## config.mk

```make
export PLATFORM = sky130hd
export DESIGN_NAME = scr_core
export DESIGN_NICKNAME = d
export VERILOG_FILES = /design/src/common/scr_pkg.sv /design/src/hw/scr_check.sv /design/src/hw/scr_core.sv
export VERILOG_INCLUDE_DIRS = /design/src /design/src/common
export SDC_FILE = /design/constraint.sdc
export NUM_CORES = 1
export LEC_CHECK = 0
export BUFFER_PORTS_ARGS = -buffer_cell sky130_fd_sc_hd__buf_2
export CAP_MARGIN = 10
export CORE_ASPECT_RATIO = 1.5
export CORE_MARGIN = 2
export CORE_UTILIZATION = 60
export DETAILED_ROUTE_END_ITERATION = 8
export PLACE_DENSITY = 0.9
export SETUP_SLACK_MARGIN = 0.1
export SKIP_LAST_GASP = 1
export SLEW_MARGIN = 30
export SYNTH_ARGS = -nofsm -noshare
export SYNTH_HDL_FRONTEND = slang
export SYNTH_SLANG_ARGS = --single-unit
export TNS_END_PERCENT = 1
```

## constraint.sdc

```tcl
create_clock -name clk_i -period 7.8 [get_ports clk_i]
set_input_delay 1.56 -clock clk_i [delete_from_list [all_inputs] [get_ports clk_i]]
set_output_delay 1.56 -clock clk_i [all_outputs]
set_load 0.01 [all_outputs]
```

## src/common/scr_defines.svh

```systemverilog
// Offsets, field positions, reset values and codes for the channel reconfiguration block
`ifndef SCR_DEFINES_SVH
`define SCR_DEFINES_SVH
// Register indices (byte address is four times the index)
`define SCR_IDX_STATION 10'h24F
`define SCR_IDX_CH1_PROTO 10'h252
`define SCR_IDX_CH1_TX 10'h253
`define SCR_IDX_CH2_PROTO 10'h262
`define SCR_IDX_CH2_TX 10'h263
`define SCR_IDX_EXEC_TYPE 10'h300
`define SCR_IDX_CH1_TX_SET 10'h301
`define SCR_IDX_CH1_PROTO_SET 10'h302
`define SCR_IDX_CH2_TX_SET 10'h303
`define SCR_IDX_CH2_PROTO_SET 10'h304
`define SCR_IDX_STATION_SET 10'h305
`define SCR_IDX_COMMAND 10'h306
`define SCR_IDX_RESULT 10'h307
`define SCR_IDX_FLAGS 10'h308
// Command word fields
`define SCR_CMD_START_BIT 0
`define SCR_CMD_IO_LSB 8
`define SCR_CMD_IO_MSB 15
// Flags word fields
`define SCR_FLAG_DONE_BIT 0
`define SCR_FLAG_ERR_BIT 1
`define SCR_FLAG_BUSY_BIT 2
// Value limits
`define SCR_PROTO_MAX 4'h9
`define SCR_STATION_MAX 5'h1F
`define SCR_EXEC_APPLY 16'h0000
`define SCR_EXEC_RESTORE 16'h0001
// Protocol codes treated as slave modes of the field bus
`define SCR_PROTO_FB_SLAVE_RTU 4'h7
`define SCR_PROTO_FB_SLAVE_ASCII 4'h8
`define SCR_FW_SLAVE_CHANGE_REV 8'h0D
// Engineering-tool user parameter settings and reset values
`define SCR_USR_CH1_TX 12'h000
`define SCR_USR_CH1_PROTO 4'h0
`define SCR_USR_CH2_TX 12'h000
`define SCR_USR_CH2_PROTO 4'h0
`define SCR_USR_STATION 5'h00
// Result codes
`define SCR_ERR_NONE 16'h0000
`define SCR_ERR_CONCURRENT 16'h7FF0
`define SCR_ERR_MODE_CONFLICT 16'h7FF5
`define SCR_ERR_NO_PERMIT 16'h7F01
`define SCR_ERR_EXEC_TYPE 16'h7F02
`define SCR_ERR_RANGE 16'h7F03
`define SCR_ERR_SLAVE_PROTO 16'h7F04
// Bus responses
`define SCR_RESP_OKAY 2'h0
`define SCR_RESP_SLVERR 2'h2
`endif

```

## src/common/scr_pkg.sv

```systemverilog
// Types for the channel reconfiguration block
package scr_pkg;
    typedef enum logic [2:0] {
        SCR_IDLE = 3'b001,
        SCR_WAIT = 3'b010,
        SCR_FLAG = 3'b100
    } scr_state_type;
    typedef logic [3:0] scr_proto_type;
    typedef logic [11:0] scr_tx_type;
    typedef logic [4:0] scr_station_type;
endpackage : scr_pkg

```

## src/hw/scr_check.sv

```systemverilog
// Request check and settings selection for a reconfiguration
`include "scr_defines.svh"
module scr_check
    import scr_pkg::*;
#(
    parameter logic [7:0] FW_REV = 8'h0D
)
(
    input wire logic [15:0] exec_type_i,
    input wire logic [15:0] ch1_tx_set_i,
    input wire logic [15:0] ch1_proto_set_i,
    input wire logic [15:0] ch2_tx_set_i,
    input wire logic [15:0] ch2_proto_set_i,
    input wire logic [15:0] station_set_i,
    input wire scr_proto_type cur_proto_i [2],
    input wire logic [1:0] op_active_i,
    input wire logic [1:0] mode_change_request_signal_i,
    input wire logic perm_set_i,
    input wire logic perm_allow_i,
    output logic [15:0] err_code_o,
    output scr_tx_type new_tx_o [2],
    output scr_proto_type new_proto_o [2],
    output scr_station_type new_station_o
);
    logic restore;
    logic range_bad;
    logic slave_bad;

    function automatic logic is_slave(input scr_proto_type p);
        is_slave = (p == `SCR_PROTO_FB_SLAVE_RTU) || (p == `SCR_PROTO_FB_SLAVE_ASCII);
    endfunction : is_slave

    // Chosen settings: given values or tool defaults
    // apply or restore
    assign restore = (exec_type_i == `SCR_EXEC_RESTORE);
    assign new_tx_o[0] = restore ? `SCR_USR_CH1_TX : ch1_tx_set_i[11:0];
    assign new_tx_o[1] = restore ? `SCR_USR_CH2_TX : ch2_tx_set_i[11:0];
    assign new_proto_o[0] = restore ? `SCR_USR_CH1_PROTO : ch1_proto_set_i[3:0];
    assign new_proto_o[1] = restore ? `SCR_USR_CH2_PROTO : ch2_proto_set_i[3:0];
    assign new_station_o = restore ? `SCR_USR_STATION : station_set_i[4:0];

    assign range_bad = !restore && ((ch1_tx_set_i[15:12] != 4'h0) || (ch2_tx_set_i[15:12] != 4'h0)
        || (ch1_proto_set_i > {12'h000, `SCR_PROTO_MAX}) || (ch2_proto_set_i > {12'h000, `SCR_PROTO_MAX})
        || (station_set_i > {11'h000, `SCR_STATION_MAX}));

    assign slave_bad = (FW_REV < `SCR_FW_SLAVE_CHANGE_REV)
        && (((new_proto_o[0] != cur_proto_i[0]) && (is_slave(new_proto_o[0]) || is_slave(cur_proto_i[0])))
        || ((new_proto_o[1] != cur_proto_i[1]) && (is_slave(new_proto_o[1]) || is_slave(cur_proto_i[1]))));

    // Error priority, first match wins
    always_comb
    begin
        if (op_active_i != 2'b00)
            err_code_o = `SCR_ERR_CONCURRENT;
        else if (mode_change_request_signal_i != 2'b00)
            err_code_o = `SCR_ERR_MODE_CONFLICT;
        else if (perm_set_i && !perm_allow_i)
            err_code_o = `SCR_ERR_NO_PERMIT;
        else if ((exec_type_i != `SCR_EXEC_APPLY) && !restore)
            err_code_o = `SCR_ERR_EXEC_TYPE;
        else if (range_bad)
            err_code_o = `SCR_ERR_RANGE;
        else if (slave_bad)
            err_code_o = `SCR_ERR_SLAVE_PROTO;
        else
            err_code_o = `SCR_ERR_NONE;
    end
endmodule : scr_check

```

## src/hw/scr_core.sv

```systemverilog
// Two-channel serial reconfiguration handler with AXI4-Lite register access
//
// What this block does
// - Apply new settings to addressed module's channels
// - Done flag set, cleared at scan ends
// - Error flag pulses one scan on failure
// - Abort reception, discard receive data
// - Abort transmission at acceptance
// - Drop modem line on request
// - Conflicting operation yields concurrent error
// - Second request ignored while one active
// - Needs change permission; unset means permitted
// - Mode change signal conflict reports error
// - Protocol and transmission status readable
// - Station number status readable
// - Old firmware refuses slave protocol changes
// - Result word zero or error code
// - Type 0 applies, 1 restores
// - Field ranges: twelve bits, 0-9, 0-31
`include "scr_defines.svh"
module scr_core
    import scr_pkg::*;
#(
    parameter logic [7:0] IO_NUMBER = 8'h00,
    parameter logic [7:0] FW_REV = 8'h0D
)
(
    input wire logic clk_i,
    input wire logic srst_i,
    input wire logic [11:0] s_axi_awaddr,
    input wire logic s_axi_awvalid,
    output logic s_axi_awready,
    input wire logic [31:0] s_axi_wdata,
    input wire logic [3:0] s_axi_wstrb,
    input wire logic s_axi_wvalid,
    output logic s_axi_wready,
    output logic [1:0] s_axi_bresp,
    output logic s_axi_bvalid,
    input wire logic s_axi_bready,
    input wire logic [11:0] s_axi_araddr,
    input wire logic s_axi_arvalid,
    output logic s_axi_arready,
    output logic [31:0] s_axi_rdata,
    output logic [1:0] s_axi_rresp,
    output logic s_axi_rvalid,
    input wire logic s_axi_rready,
    input wire logic scan_end_i,
    input wire logic [1:0] op_active_i,
    input wire logic [1:0] mode_change_request_signal_i,
    input wire logic [1:0] modem_link_i,
    input wire logic perm_set_i,
    input wire logic perm_allow_i,
    output logic done_o,
    output logic error_o,
    output logic reconfig_busy_o,
    output logic [1:0] rx_abort_o,
    output logic [1:0] tx_abort_o,
    output logic [1:0] line_cut_o
);
    scr_state_type state_reg;
    logic [11:0] awaddr_reg;
    logic aw_full_reg;
    logic [31:0] wdata_reg;
    logic [3:0] wstrb_reg;
    logic w_full_reg;
    logic bvalid_reg;
    logic [1:0] bresp_reg;
    logic rvalid_reg;
    logic [31:0] rdata_reg;
    logic [1:0] rresp_reg;
    logic write_fire;
    logic [9:0] widx;
    logic [9:0] ridx;
    logic w_mapped;
    logic r_mapped;
    logic [31:0] rd_word;
    logic [15:0] exec_type_reg;
    logic [15:0] ch1_tx_set_reg;
    logic [15:0] ch1_proto_set_reg;
    logic [15:0] ch2_tx_set_reg;
    logic [15:0] ch2_proto_set_reg;
    logic [15:0] station_set_reg;
    logic [15:0] result_reg;
    logic done_reg;
    logic error_reg;
    logic start_req;
    logic accept;
    logic [15:0] err_code;
    scr_tx_type new_tx [2];
    scr_proto_type new_proto [2];
    scr_station_type new_station;
    scr_tx_type tx_stat_reg [2];
    scr_proto_type proto_stat_reg [2];
    scr_station_type station_stat_reg;
    logic [1:0] rx_abort_reg;
    logic [1:0] tx_abort_reg;
    logic [1:0] line_cut_reg;

    // Byte-lane merge of a 16-bit word
    function automatic logic [15:0] merge16(input logic [15:0] old, input logic [31:0] d, input logic [3:0] s);
        merge16 = {s[1] ? d[15:8] : old[15:8], s[0] ? d[7:0] : old[7:0]};
    endfunction : merge16

    // Write channel handshakes
    assign s_axi_awready = !aw_full_reg && !bvalid_reg;
    assign s_axi_wready = !w_full_reg && !bvalid_reg;
    assign write_fire = aw_full_reg && w_full_reg && !bvalid_reg;
    assign widx = awaddr_reg[11:2];
    assign s_axi_bvalid = bvalid_reg;
    assign s_axi_bresp = bresp_reg;

    // Address and data holding, either order
    always_ff @(posedge clk_i)
    begin
        if (srst_i)
        begin
            aw_full_reg <= 1'b0;
            w_full_reg <= 1'b0;
            awaddr_reg <= 12'h000;
            wdata_reg <= 32'h0000_0000;
            wstrb_reg <= 4'h0;
        end
        else
        begin
            if (s_axi_awvalid && s_axi_awready)
            begin
                awaddr_reg <= s_axi_awaddr;
                aw_full_reg <= 1'b1;
            end
            else if (write_fire)
                aw_full_reg <= 1'b0;
            if (s_axi_wvalid && s_axi_wready)
            begin
                wdata_reg <= s_axi_wdata;
                wstrb_reg <= s_axi_wstrb;
                w_full_reg <= 1'b1;
            end
            else if (write_fire)
                w_full_reg <= 1'b0;
        end
    end

    // Write decode: every defined index answers OKAY
    always_comb
    begin
        case (widx)
            `SCR_IDX_STATION, `SCR_IDX_CH1_PROTO, `SCR_IDX_CH1_TX, `SCR_IDX_CH2_PROTO, `SCR_IDX_CH2_TX,
            `SCR_IDX_EXEC_TYPE, `SCR_IDX_CH1_TX_SET, `SCR_IDX_CH1_PROTO_SET, `SCR_IDX_CH2_TX_SET,
            `SCR_IDX_CH2_PROTO_SET, `SCR_IDX_STATION_SET, `SCR_IDX_COMMAND, `SCR_IDX_RESULT,
            `SCR_IDX_FLAGS: w_mapped = 1'b1;
            default: w_mapped = 1'b0;
        endcase
    end

    // Write response
    always_ff @(posedge clk_i)
    begin
        if (srst_i)
        begin
            bvalid_reg <= 1'b0;
            bresp_reg <= `SCR_RESP_OKAY;
        end
        else if (write_fire)
        begin
            bvalid_reg <= 1'b1;
            bresp_reg <= w_mapped ? `SCR_RESP_OKAY : `SCR_RESP_SLVERR;
        end
        else if (s_axi_bready)
            bvalid_reg <= 1'b0;
    end

    // Control block words written by software
    always_ff @(posedge clk_i)
    begin
        if (srst_i)
        begin
            exec_type_reg <= 16'h0000;
            ch1_tx_set_reg <= 16'h0000;
            ch1_proto_set_reg <= 16'h0000;
            ch2_tx_set_reg <= 16'h0000;
            ch2_proto_set_reg <= 16'h0000;
            station_set_reg <= 16'h0000;
        end
        else if (write_fire)
        begin
            case (widx)
                `SCR_IDX_EXEC_TYPE: exec_type_reg <= merge16(exec_type_reg, wdata_reg, wstrb_reg);
                `SCR_IDX_CH1_TX_SET: ch1_tx_set_reg <= merge16(ch1_tx_set_reg, wdata_reg, wstrb_reg);
                `SCR_IDX_CH1_PROTO_SET: ch1_proto_set_reg <= merge16(ch1_proto_set_reg, wdata_reg, wstrb_reg);
                `SCR_IDX_CH2_TX_SET: ch2_tx_set_reg <= merge16(ch2_tx_set_reg, wdata_reg, wstrb_reg);
                `SCR_IDX_CH2_PROTO_SET: ch2_proto_set_reg <= merge16(ch2_proto_set_reg, wdata_reg, wstrb_reg);
                `SCR_IDX_STATION_SET: station_set_reg <= merge16(station_set_reg, wdata_reg, wstrb_reg);
                default: ;
            endcase
        end
    end

    // Start command aimed at this module
    // match start I/O number
    assign start_req = write_fire && (widx == `SCR_IDX_COMMAND) && wstrb_reg[0] && wstrb_reg[1]
        && wdata_reg[`SCR_CMD_START_BIT] && (wdata_reg[`SCR_CMD_IO_MSB:`SCR_CMD_IO_LSB] == IO_NUMBER);
    assign accept = start_req && (state_reg == SCR_IDLE);

    scr_check #(
        .FW_REV(FW_REV)
    ) u_check (
        .exec_type_i(exec_type_reg),
        .ch1_tx_set_i(ch1_tx_set_reg),
        .ch1_proto_set_i(ch1_proto_set_reg),
        .ch2_tx_set_i(ch2_tx_set_reg),
        .ch2_proto_set_i(ch2_proto_set_reg),
        .station_set_i(station_set_reg),
        .cur_proto_i(proto_stat_reg),
        .op_active_i(op_active_i),
        .mode_change_request_signal_i(mode_change_request_signal_i),
        .perm_set_i(perm_set_i),
        .perm_allow_i(perm_allow_i),
        .err_code_o(err_code),
        .new_tx_o(new_tx),
        .new_proto_o(new_proto),
        .new_station_o(new_station)
    );

    // Sequencer: accept, wait scan end, flag one scan
    always_ff @(posedge clk_i)
    begin
        if (srst_i)
        begin
            state_reg <= SCR_IDLE;
            done_reg <= 1'b0;
            error_reg <= 1'b0;
            result_reg <= `SCR_ERR_NONE;
        end
        else
        begin
            case (state_reg)
                SCR_IDLE:
                begin
                    if (accept)
                    begin
                        result_reg <= err_code;
                        state_reg <= SCR_WAIT;
                    end
                end
                SCR_WAIT:
                begin
                    if (scan_end_i)
                    begin
                        done_reg <= 1'b1;
                        error_reg <= (result_reg != `SCR_ERR_NONE);
                        state_reg <= SCR_FLAG;
                    end
                end
                SCR_FLAG:
                begin
                    if (scan_end_i)
                    begin
                        done_reg <= 1'b0;
                        error_reg <= 1'b0;
                        state_reg <= SCR_IDLE;
                    end
                end
                default:
                    state_reg <= SCR_IDLE;
            endcase
        end
    end

    // Station status, shared by the module
    always_ff @(posedge clk_i)
    begin
        if (srst_i)
            station_stat_reg <= `SCR_USR_STATION;
        // commit before done; kept on failure
        else if (accept && (err_code == `SCR_ERR_NONE))
            station_stat_reg <= new_station;
    end

    // Per-channel status words and abort strobes
    genvar ch;
    generate
        for (ch = 0; ch < 2; ch++)
        begin : g_ch
            always_ff @(posedge clk_i)
            begin
                if (srst_i)
                begin
                    tx_stat_reg[ch] <= (ch == 0) ? `SCR_USR_CH1_TX : `SCR_USR_CH2_TX;
                    proto_stat_reg[ch] <= (ch == 0) ? `SCR_USR_CH1_PROTO : `SCR_USR_CH2_PROTO;
                end
                else if (accept && (err_code == `SCR_ERR_NONE))
                begin
                    tx_stat_reg[ch] <= new_tx[ch];
                    proto_stat_reg[ch] <= new_proto[ch];
                end
            end
            always_ff @(posedge clk_i)
            begin
                if (srst_i)
                begin
                    rx_abort_reg[ch] <= 1'b0;
                    tx_abort_reg[ch] <= 1'b0;
                    line_cut_reg[ch] <= 1'b0;
                end
                else
                begin
                    rx_abort_reg[ch] <= accept;
                    tx_abort_reg[ch] <= accept;
                    line_cut_reg[ch] <= accept && modem_link_i[ch];
                end
            end
        end
    endgenerate

    assign done_o = done_reg;
    assign error_o = error_reg;
    // busy level lets other operations fail
    assign reconfig_busy_o = (state_reg != SCR_IDLE);
    assign rx_abort_o = rx_abort_reg;
    assign tx_abort_o = tx_abort_reg;
    assign line_cut_o = line_cut_reg;

    // Read decode and word mux
    assign ridx = s_axi_araddr[11:2];
    always_comb
    begin
        r_mapped = 1'b1;
        case (ridx)
            `SCR_IDX_STATION: rd_word = {27'h0000000, station_stat_reg};
            `SCR_IDX_CH1_PROTO: rd_word = {28'h0000000, proto_stat_reg[0]};
            `SCR_IDX_CH1_TX: rd_word = {20'h00000, tx_stat_reg[0]};
            `SCR_IDX_CH2_PROTO: rd_word = {28'h0000000, proto_stat_reg[1]};
            `SCR_IDX_CH2_TX: rd_word = {20'h00000, tx_stat_reg[1]};
            `SCR_IDX_EXEC_TYPE: rd_word = {16'h0000, exec_type_reg};
            `SCR_IDX_CH1_TX_SET: rd_word = {16'h0000, ch1_tx_set_reg};
            `SCR_IDX_CH1_PROTO_SET: rd_word = {16'h0000, ch1_proto_set_reg};
            `SCR_IDX_CH2_TX_SET: rd_word = {16'h0000, ch2_tx_set_reg};
            `SCR_IDX_CH2_PROTO_SET: rd_word = {16'h0000, ch2_proto_set_reg};
            `SCR_IDX_STATION_SET: rd_word = {16'h0000, station_set_reg};
            `SCR_IDX_COMMAND: rd_word = 32'h0000_0000;
            `SCR_IDX_RESULT: rd_word = {16'h0000, result_reg};
            `SCR_IDX_FLAGS: rd_word = {29'h00000000, reconfig_busy_o, error_reg, done_reg};
            default:
            begin
                rd_word = 32'h0000_0000;
                r_mapped = 1'b0;
            end
        endcase
    end

    // Read channel
    assign s_axi_arready = !rvalid_reg;
    assign s_axi_rvalid = rvalid_reg;
    assign s_axi_rdata = rdata_reg;
    assign s_axi_rresp = rresp_reg;
    always_ff @(posedge clk_i)
    begin
        if (srst_i)
        begin
            rvalid_reg <= 1'b0;
            rdata_reg <= 32'h0000_0000;
            rresp_reg <= `SCR_RESP_OKAY;
        end
        else if (s_axi_arvalid && s_axi_arready)
        begin
            rvalid_reg <= 1'b1;
            rdata_reg <= rd_word;
            rresp_reg <= r_mapped ? `SCR_RESP_OKAY : `SCR_RESP_SLVERR;
        end
        else if (s_axi_rready)
            rvalid_reg <= 1'b0;
    end
endmodule : scr_core

```

==> results of run 1 <==
## cells in the mapped netlist (all sizes together), types with 6 or more instances
| cell | n | area (um2) |
|---|---|---|
| nor3 | 15 | 80.1 |
| and2 | 35 | 219 |
| nand4 | 16 | 115 |
| nor4 | 18 | 143 |
| dfxtp | 172 | 3440 |
| buf | 35 | 229 |
| nor2 | 56 | 210 |
| o22ai | 7 | 43.8 |
| a22oi | 12 | 90.1 |
| nor2b | 9 | 56.3 |
| a211oi | 7 | 52.6 |
| nand3 | 43 | 215 |
| mux2i | 58 | 581 |
| nand2b | 10 | 62.6 |
| nand2 | 254 | 953 |
| mux2 | 12 | 135 |
| a221oi | 14 | 123 |
| and3 | 7 | 43.8 |
| o21ai | 22 | 110 |
| edfxtp | 24 | 721 |
| inv | 8 | 30.0 |
| clkbuf | 59 | 221 |
| and3b | 6 | 52.6 |
| a21oi | 117 | 586 |
## through the flow
stage               setup slack (ps)  area [um2]
finish                          4240       10100
CTS                             4260       10100
global route                    4100       10100
floorplan                       4550        9230
global placement                3490        9530
detailed placement              3810        9550
## per-layer routing
| metal | GRT usage, % | part of all wire [%] | vias up |
|---|---|---|---|
| li1 | - | - | 3853 |
| met1 | 38.4 | 36 | 3944 |
| met2 | 54.1 | 49 | 572 |
| met3 | 5.11 | 8.9 | 125 |
| met4 | 21.1 | 6.1 | 0 |
| met5 | 0 | 0 | - |
## path summary, 6_finish.rpt
check	start	end	slack, ps	depth (start not counted)
hold / removal	s_axi_rdata[14]	s_axi_rdata[14]	450	2
hold reg to reg	s_axi_rdata[14]	s_axi_rdata[14]	450	2
setup / recovery	srst_i	tx_stat_reg[1][10]	4240	3
setup reg to reg	awaddr_reg[4]	tx_stat_reg[1][10]	4390	5
## where the power goes
group	leakage, nW	internal (mW)	total [mW]	switching, mW
clock network	0.286	0.460	0.869	0.410
registers	1.64	1.04	1.06	0.0257
logic	1.86	0.0387	0.121	0.0821
total	3.78	1.53	2.05	0.517
## kinds of logic after synthesis
group | Yosys count | synth area share (%)
other | 1 | 0.0409
buffers and inverters | 103 | 5.28
AO/OA/AOI/OAI | 211 | 13.9
AND/OR/NAND/NOR | 501 | 26.6
multiplexers | 74 | 8.79
flip-flops | 196 | 45.4
## area by class of cell
class | instances | area (um2)
inverter | 9 | 33.8
clock inverter | 14 | 140
fill | 1151 | 4870
timing repair buffer | 92 | 480
clock buffer | 18 | 439
multi-input combinational | 804 | 4630
sequential | 196 | 4160
tap | 199 | 249
## worst min-delay path: stages (launching register included)
cell     delay (ps)
dfxtp_1         330
nand2_1          40
o21ai_0          50
==> impl_metrics.yaml, run 1 <==
sta:
  fmax_mhz: 281
  max_slew_margin_pct: 37.7
  period_minus_slack_ps: 3560
  fin_crit_sh_pct: 45.6
  clock_skew_ps: 9.10
  fin_setup_tns_ps: 0
  setup_violations: 0
  worst_pin_slew_ps: 912
  hold_ws_ps: 452
  report.final.slew_viol_count: 0
  rsz0062_at_grt: "false"
  finalHoldViolCount: 0
worst_setup_path:
  cp.arrival_ps: 3630
  required_ps: 7870
  worstPathCellList: "buf_4, clkinv_1, nand2_2"
  cp-end-kind: "flop"
  path_max_fanout: 72
  critical_path.top_delay_family: "buffers and inverters"
  crit_buf_inv: 2
  critPathLaunchType: "primary input"
  max_stage_delay_ps: 740
  worstSetupPathType: "in2reg"
  slowest_stage: "clkinv_1"
logic_synthesis:
  synth-edff-count: 24
  ys_async_sr_fraction_pct: 0
  syn_area_um2: 9170
  synth_flop_cell: "dfxtp_1"
  ys_seq_area_share_pct: 45.4
  avgSynthCellArea_um2: 8.44
  syn_inst: 1086
  ys_warn_count: 0
  ys_types: 68
  ys_seq_elements: 196
power:
  power_density_nw_per_um2: 202
  leakage_nw: 3.78
  total_power_mw: 2.05
  peakVddDrop_mv: 0.145
final_layout:
  drive_above_1_share_pct: 14.7
  final_cells: 1332
  areaGrowthSynthToFinish_pct: 10.5
  postLayoutCoreUtil_pct: 67.5
  layout_common_cells: "nand2_1, dfxtp_1, a21oi_1, buf_2, mux2i_1"
  layout_commonest_cell: "nand2_1"
  largest_reg_flops: 24
  layout.nets: 1196
  antenna_cells: 0
cts:
  hold_buffers: 0
  cts.reportedPaths.clkPinSlew_ps: 70
  insertion_delay_ps: 440
  clkSinkCount: 196
  cts_tree: "done"
  post_cts.repair.setup_buffers: 0
  htree_levels: 4
  ctsResizeCount: 0
  cts_buffers: 17
  cts_root_buffer: "clkbuf_16"
  clockBufferDepth: 2
grt:
  antenna_found_initial: 0
  grt_pass1_vias: 7901
  grt_max_degree: 81
  grt_pass1_wl_um: 41700
  grt_usage_pct: 32.3
  overflow: 0
routing:
  drt_iter0_markers: 1135
  wire_per_inst_um: 19.6
  via_count: 8494
  finalWirelength_um: 26100
  ant_nets: 0
  route.detailed.drc: 0
  firstDrtPassIters: 6
  vias_per_cell: 6.38
floorplan:
  chipWidth_um: 105
  core_um2: 15000
  dieArea_um2: 16300
  die_h_um: 155
  io_pins: 126
  start_util_pct: 61.1
  fp-row-count: 55
min_path:
  hp-class: "reg2reg"
flow_run:
  maxCapViolCount: 0
placement:
  post-place-cells: 1300
  dp_hpwl_um: 17900
  gp_congestion: 0.925
  io_buffers: 85
status:
  status: "completed"
Power figures use the tool's default switching activity.
==> run 2, diff against run 1 <==
Settings changed: ABC_AREA set to 1, CORE_UTILIZATION 60 to 52, PLACE_DENSITY 0.9 to 0.83.
Clock period 7.8 ns to 2.95 ns, I/O delays scaled along.
==> impl_metrics.yaml, run 2 <==
status:
  status: "finished, violations left"
  violations: "DRC"
logic_synthesis:
  synth_most_common_cell: "nand2_1"
  avgSynthCellArea_um2: 7.11
  synth_flop_cell: "dfxtp_1"
  ys_async_sr_fraction_pct: 0
  ys_types: 35
  ys_seq_area_share_pct: 44.8
  synth.area.top_cells: "dfxtp_1, o21ai_0, a21oi_1"
  ys_seq_elements: 196
  syn_area_um2: 9300
  syn_inst: 1308
  synth-edff-count: 24
  synth_commonest_cells: "nand2_1, inv_1, dfxtp_1"
  synth_top_area_cell: "dfxtp_1"
  yosys.area.top_type_share_pct: 37.0
  ys_warn_count: 0
sta:
  setup_violations: 0
  fmax_mhz: 383
  hold_ws_ps: 359
  period_minus_slack_ps: 2610
  worst_pin_slew_ps: 823
  rsz0062_at_grt: "false"
  fin_setup_tns_ps: 0
  report.final.slew_viol_count: 0
  clock_skew_ps: 16.1
  finalHoldViolCount: 0
  setup_slack_ps: 337
  max_slew_margin_pct: 45.0
  fin_crit_sh_pct: 88.6
power:
  power.share.clock_pct: 42.1
  pwr-share-comb_pct: 6.3
  peakVddDrop_mv: 0.308
  leakage_nw: 4.24
  swShare_pct: 25.6
  seq_power_share_pct: 51.6
  p_switching_mw: 1.39
  power_density_nw_per_um2: 522
  p_int_mw: 4.04
  total_power_mw: 5.44
placement:
  post-place-cells: 1569
  io_buffers: 85
  dp_hpwl_um: 18900
  gp_congestion: 0.959
  place_area_um2: 9860
  pre_cts_slack_ps: 380
worst_setup_path:
  required_ps: 3090
  cp-end-kind: "flop"
  cp.arrival_ps: 2750
  critPathLaunchType: "flop"
  path_max_fanout: 20
  worstSetupPathType: "reg2reg"
routing:
  vias_per_cell: 5.60
  route.detailed.drc: 6
  finalWirelength_um: 25700
  drt_iter0_markers: 792
  ant_nets: 0
  wire_per_inst_um: 16.0
  firstDrtPassIters: 8
  via_count: 8966
cts:
  hold_buffers: 0
  insertion_delay_ps: 440
  cts_tree: "done"
  cts_buffers: 17
  cts_root_buffer: "clkbuf_16"
  clkSinkCount: 196
  cts.reportedPaths.clkPinSlew_ps: 80
  clockBufferDepth: 2
  post_cts.repair.setup_buffers: 0
  htree_levels: 4
  ctsResizeCount: 0
floorplan:
  dieArea_um2: 19000
  io_pins: 126
  start_util_pct: 53.4
  fp-row-count: 59
  core_um2: 17400
  chipWidth_um: 113
  die_h_um: 168
grt:
  grt_pass1_vias: 8225
  grt_usage_pct: 26.7
  overflow: 0
  grt_pass1_wl_um: 40300
  antenna_found_initial: 0
  grt_max_degree: 59
final_layout:
  layout_common_cells: "nand2_1, inv_1, dfxtp_1, nor2_1, o21ai_0"
  largest_reg_flops: 24
  layout.nets: 1451
  antenna_cells: 0
  drive_above_1_share_pct: 13.0
  final_cells: 1601
  postLayoutCoreUtil_pct: 59.8
  areaGrowthSynthToFinish_pct: 12.1
  stdcell_area_um2: 10400
  layout_commonest_cell: "nand2_1"
flow_run:
  maxCapViolCount: 0
min_path:
  hp-class: "in2reg"
==> run 2: kinds of logic (layout without fill, tap and decap cells) <==
logic type,Yosys count,count (layout),share of synthesized area [%]
AND/OR/NAND/NOR,548,548,26.7
AO/OA/AOI/OAI,308,308,16.9
buffers and inverters,254,317,11.5
flip-flops,196,196,44.8
other,1,18,0.0403
multiplexers,1,1,0.121
==> run 2: worst paths after layout <==
check / slack, ps / startpoint / end / depth (start not counted)
setup / recovery: 340 / wdata_reg[10] / tx_stat_reg[1][1] / 10
hold / removal: 360 / modem_link_i[1] / line_cut_o[1] / 3
setup reg to reg: 340 / wdata_reg[10] / tx_stat_reg[1][1] / 10
hold reg to reg: 460 / s_axi_rdata[11] / s_axi_rdata[11] / 2
==> run 2: power by group through the flow <==
| stage | Clock (mW) | Combinational [mW] | Sequential (mW) |
|---|---|---|---|
| final | 2.29 | 0.343 | 2.80 |
| after global routing | 2.41 | 0.384 | 2.81 |
| after CTS | 2.29 | 0.340 | 2.80 |
| after detailed placement | 0 | 0.340 | 2.86 |
| after global placement | 0 | 0.332 | 2.86 |
| after floorplan | 0 | 0.238 | 2.84 |
==> run 2: final cells by class <==
| cell class | count | area (um2) |
|---|---|---|
| clock inverters | 14 | 140 |
| repair buffers | 107 | 628 |
| well taps | 213 | 267 |
| multi-input cells | 875 | 4130 |
| inverters | 178 | 669 |
| clock buffers | 18 | 429 |
| fillers | 1526 | 7000 |
| flip-flops and latches | 196 | 4160 |
==> run 2: routing by layer <==
metal | vias up | global-route usage [%] | wire, um
met5 | - | 0 | 0
met4 | 0 | 14.6 | 1380
met3 | 102 | 3.89 | 1560
met2 | 371 | 47.4 | 12800
met1 | 4090 | 30.6 | 9900
li1 | 4403 | - | -
==> run 2: worst max-delay path, stage by stage, from the launching register on <==
cell and delay, ps:
dfxtp_1 380, inv_1 150, nand2_1 70, nor3_1 420, nand3_1 200, nor2_2 230, nand3_2 130, nor2_4 300
nand2_2 90, nand2_1 150, buf_12 190
==> run 3, diff against run 2 <==
Settings changed: CORE_MARGIN 2 to 3.
==> impl_metrics.yaml, run 3 (synthesized netlist as in run 2, its figures left out) <==
sta:
  clock_skew_ps: 10.0
  fmax_mhz: 404
  fin_crit_sh_pct: 83.9
  report.final.slew_viol_count: 0
  finalHoldViolCount: 0
  max_slew_margin_pct: 59.0
  rsz0062_at_grt: "false"
  fin_setup_tns_ps: 0
  period_minus_slack_ps: 2470
  setup_violations: 0
  hold_ws_ps: 360
  worst_pin_slew_ps: 611
routing:
  ant_nets: 0
  drt_iter0_markers: 816
  via_count: 8896
  firstDrtPassIters: 6
  finalWirelength_um: 25600
  wire_per_inst_um: 15.9
  route.detailed.drc: 0
  vias_per_cell: 5.55
floorplan:
  core_um2: 17400
  dieArea_um2: 19600
  io_pins: 126
  chipWidth_um: 115
  fp-row-count: 59
  start_util_pct: 53.4
  die_h_um: 170
power:
  power_density_nw_per_um2: 512
  p_int_mw: 4.06
  p_switching_mw: 1.27
  power.share.clock_pct: 40.9
  pwr-share-comb_pct: 6.5
  total_power_mw: 5.33
  swShare_pct: 23.9
  peakVddDrop_mv: 0.404
  leakage_nw: 4.25
  seq_power_share_pct: 52.6
grt:
  overflow: 0
  antenna_found_initial: 0
  grt_usage_pct: 26.4
  grt_pass1_wl_um: 40300
  grt_max_degree: 64
  grt_pass1_vias: 8241
final_layout:
  n_fill_cell: 1580
  stdcell_area_um2: 10400
  layout_common_cells: "nand2_1, inv_1, dfxtp_1, nor2_1, o21ai_0"
  layout_commonest_cell: "nand2_1"
  areaGrowthSynthToFinish_pct: 12.0
  layout.nets: 1455
  final_cells: 1604
  largest_reg_flops: 24
  antenna_cells: 0
  drive_above_1_share_pct: 13.1
worst_setup_path:
  worstPathCellList: "inv_1, nand2_1, nor3_1, nand3_1, nor2_2, nand3_2, nor2_4, nand2_2, nand2_1, buf_12"
  cp_common_cell: "nand2_1"
  slowest_stage: "nor3_1"
  required_ps: 3100
  critPathLaunchType: "flop"
  worstSetupPathType: "reg2reg"
  path_max_fanout: 19
  critical_path.top_delay_family: "simple AND/OR/NAND/NOR gates"
  cp.arrival_ps: 2620
  max_stage_delay_ps: 370
  cp-end-kind: "flop"
  crit_buf_inv: 2
placement:
  dp_hpwl_um: 19300
  place_area_um2: 9870
  post-place-cells: 1573
  gp_congestion: 0.972
  io_buffers: 85
cts:
  htree_levels: 4
  clkSinkCount: 196
  clockBufferDepth: 2
  cts_buffers: 17
  ctsResizeCount: 0
  cts_root_buffer: "clkbuf_16"
  hold_buffers: 0
  post_cts.repair.setup_buffers: 0
  cts_tree: "done"
  insertion_delay_ps: 440
  cts.reportedPaths.clkPinSlew_ps: 60
min_path:
  hp-class: "in2reg"
flow_run:
  maxCapViolCount: 0
status:
  status: "completed"
## run 3: changes by cell type in the layout (fill, tap and decap cells not counted), sizes merged
cell    delta
clkbuf     +5
clkinv     -1
inv        -5
buf        +4
## run 3: tightest hold or removal path: stages
cell	delay (ps)
buf_2	100
inv_1	40
nor2_1	30
## run 3: final cells by class
cell class	count	area (um2)	share of cell area, %
clock buffers	23	468	4.49
clock inverters	8	76.3	0.733
inverters	178	669	6.42
multi-input cells	875	4130	39.6
flip-flops and latches	196	4160	40.0
well taps	213	267	2.56
repair buffers	111	646	6.20
## run 3: power groups by stage
| stage | Sequential, mW | Clock [mW] | Combinational [mW] |
|---|---|---|---|
| after floorplan | 2.84 | 0 | 0.238 |
| after global placement | 2.86 | 0 | 0.333 |
| after detailed placement | 2.86 | 0 | 0.341 |
| after CTS | 2.80 | 2.20 | 0.343 |
| after global routing | 2.81 | 2.31 | 0.387 |
| final | 2.81 | 2.18 | 0.344 |
## run 3: layer usage
metal / GRT usage [%] / up-vias / part of all wire (%) / wire (um)
met5: 0 / - / 0 / 0
met3: 5.42 / 78 / 7.8 / 1990
met1: 30.6 / 4025 / 37 / 9510
li1: - / 4400 / - / -
met4: 14.5 / 0 / 5.2 / 1340
met2: 45.0 / 393 / 50 / 12700
## run 3: final timing paths
kind,start,slack (ps),cells past startpoint,to
setup / recovery,wdata_reg[10],480,10,tx_stat_reg[0][9]
hold / removal,modem_link_i[1],360,3,line_cut_o[1]
setup reg to reg,wdata_reg[10],480,10,tx_stat_reg[0][9]
hold reg to reg,s_axi_rdata[10],460,2,s_axi_rdata[10]
## run 3: through the flow
stage	setup slack, ps	util, %
CTS	441	59.8
finish	476	59.8
global placement	377	56.7
global route	400	59.8
detailed placement	326	56.7
floorplan	549	-
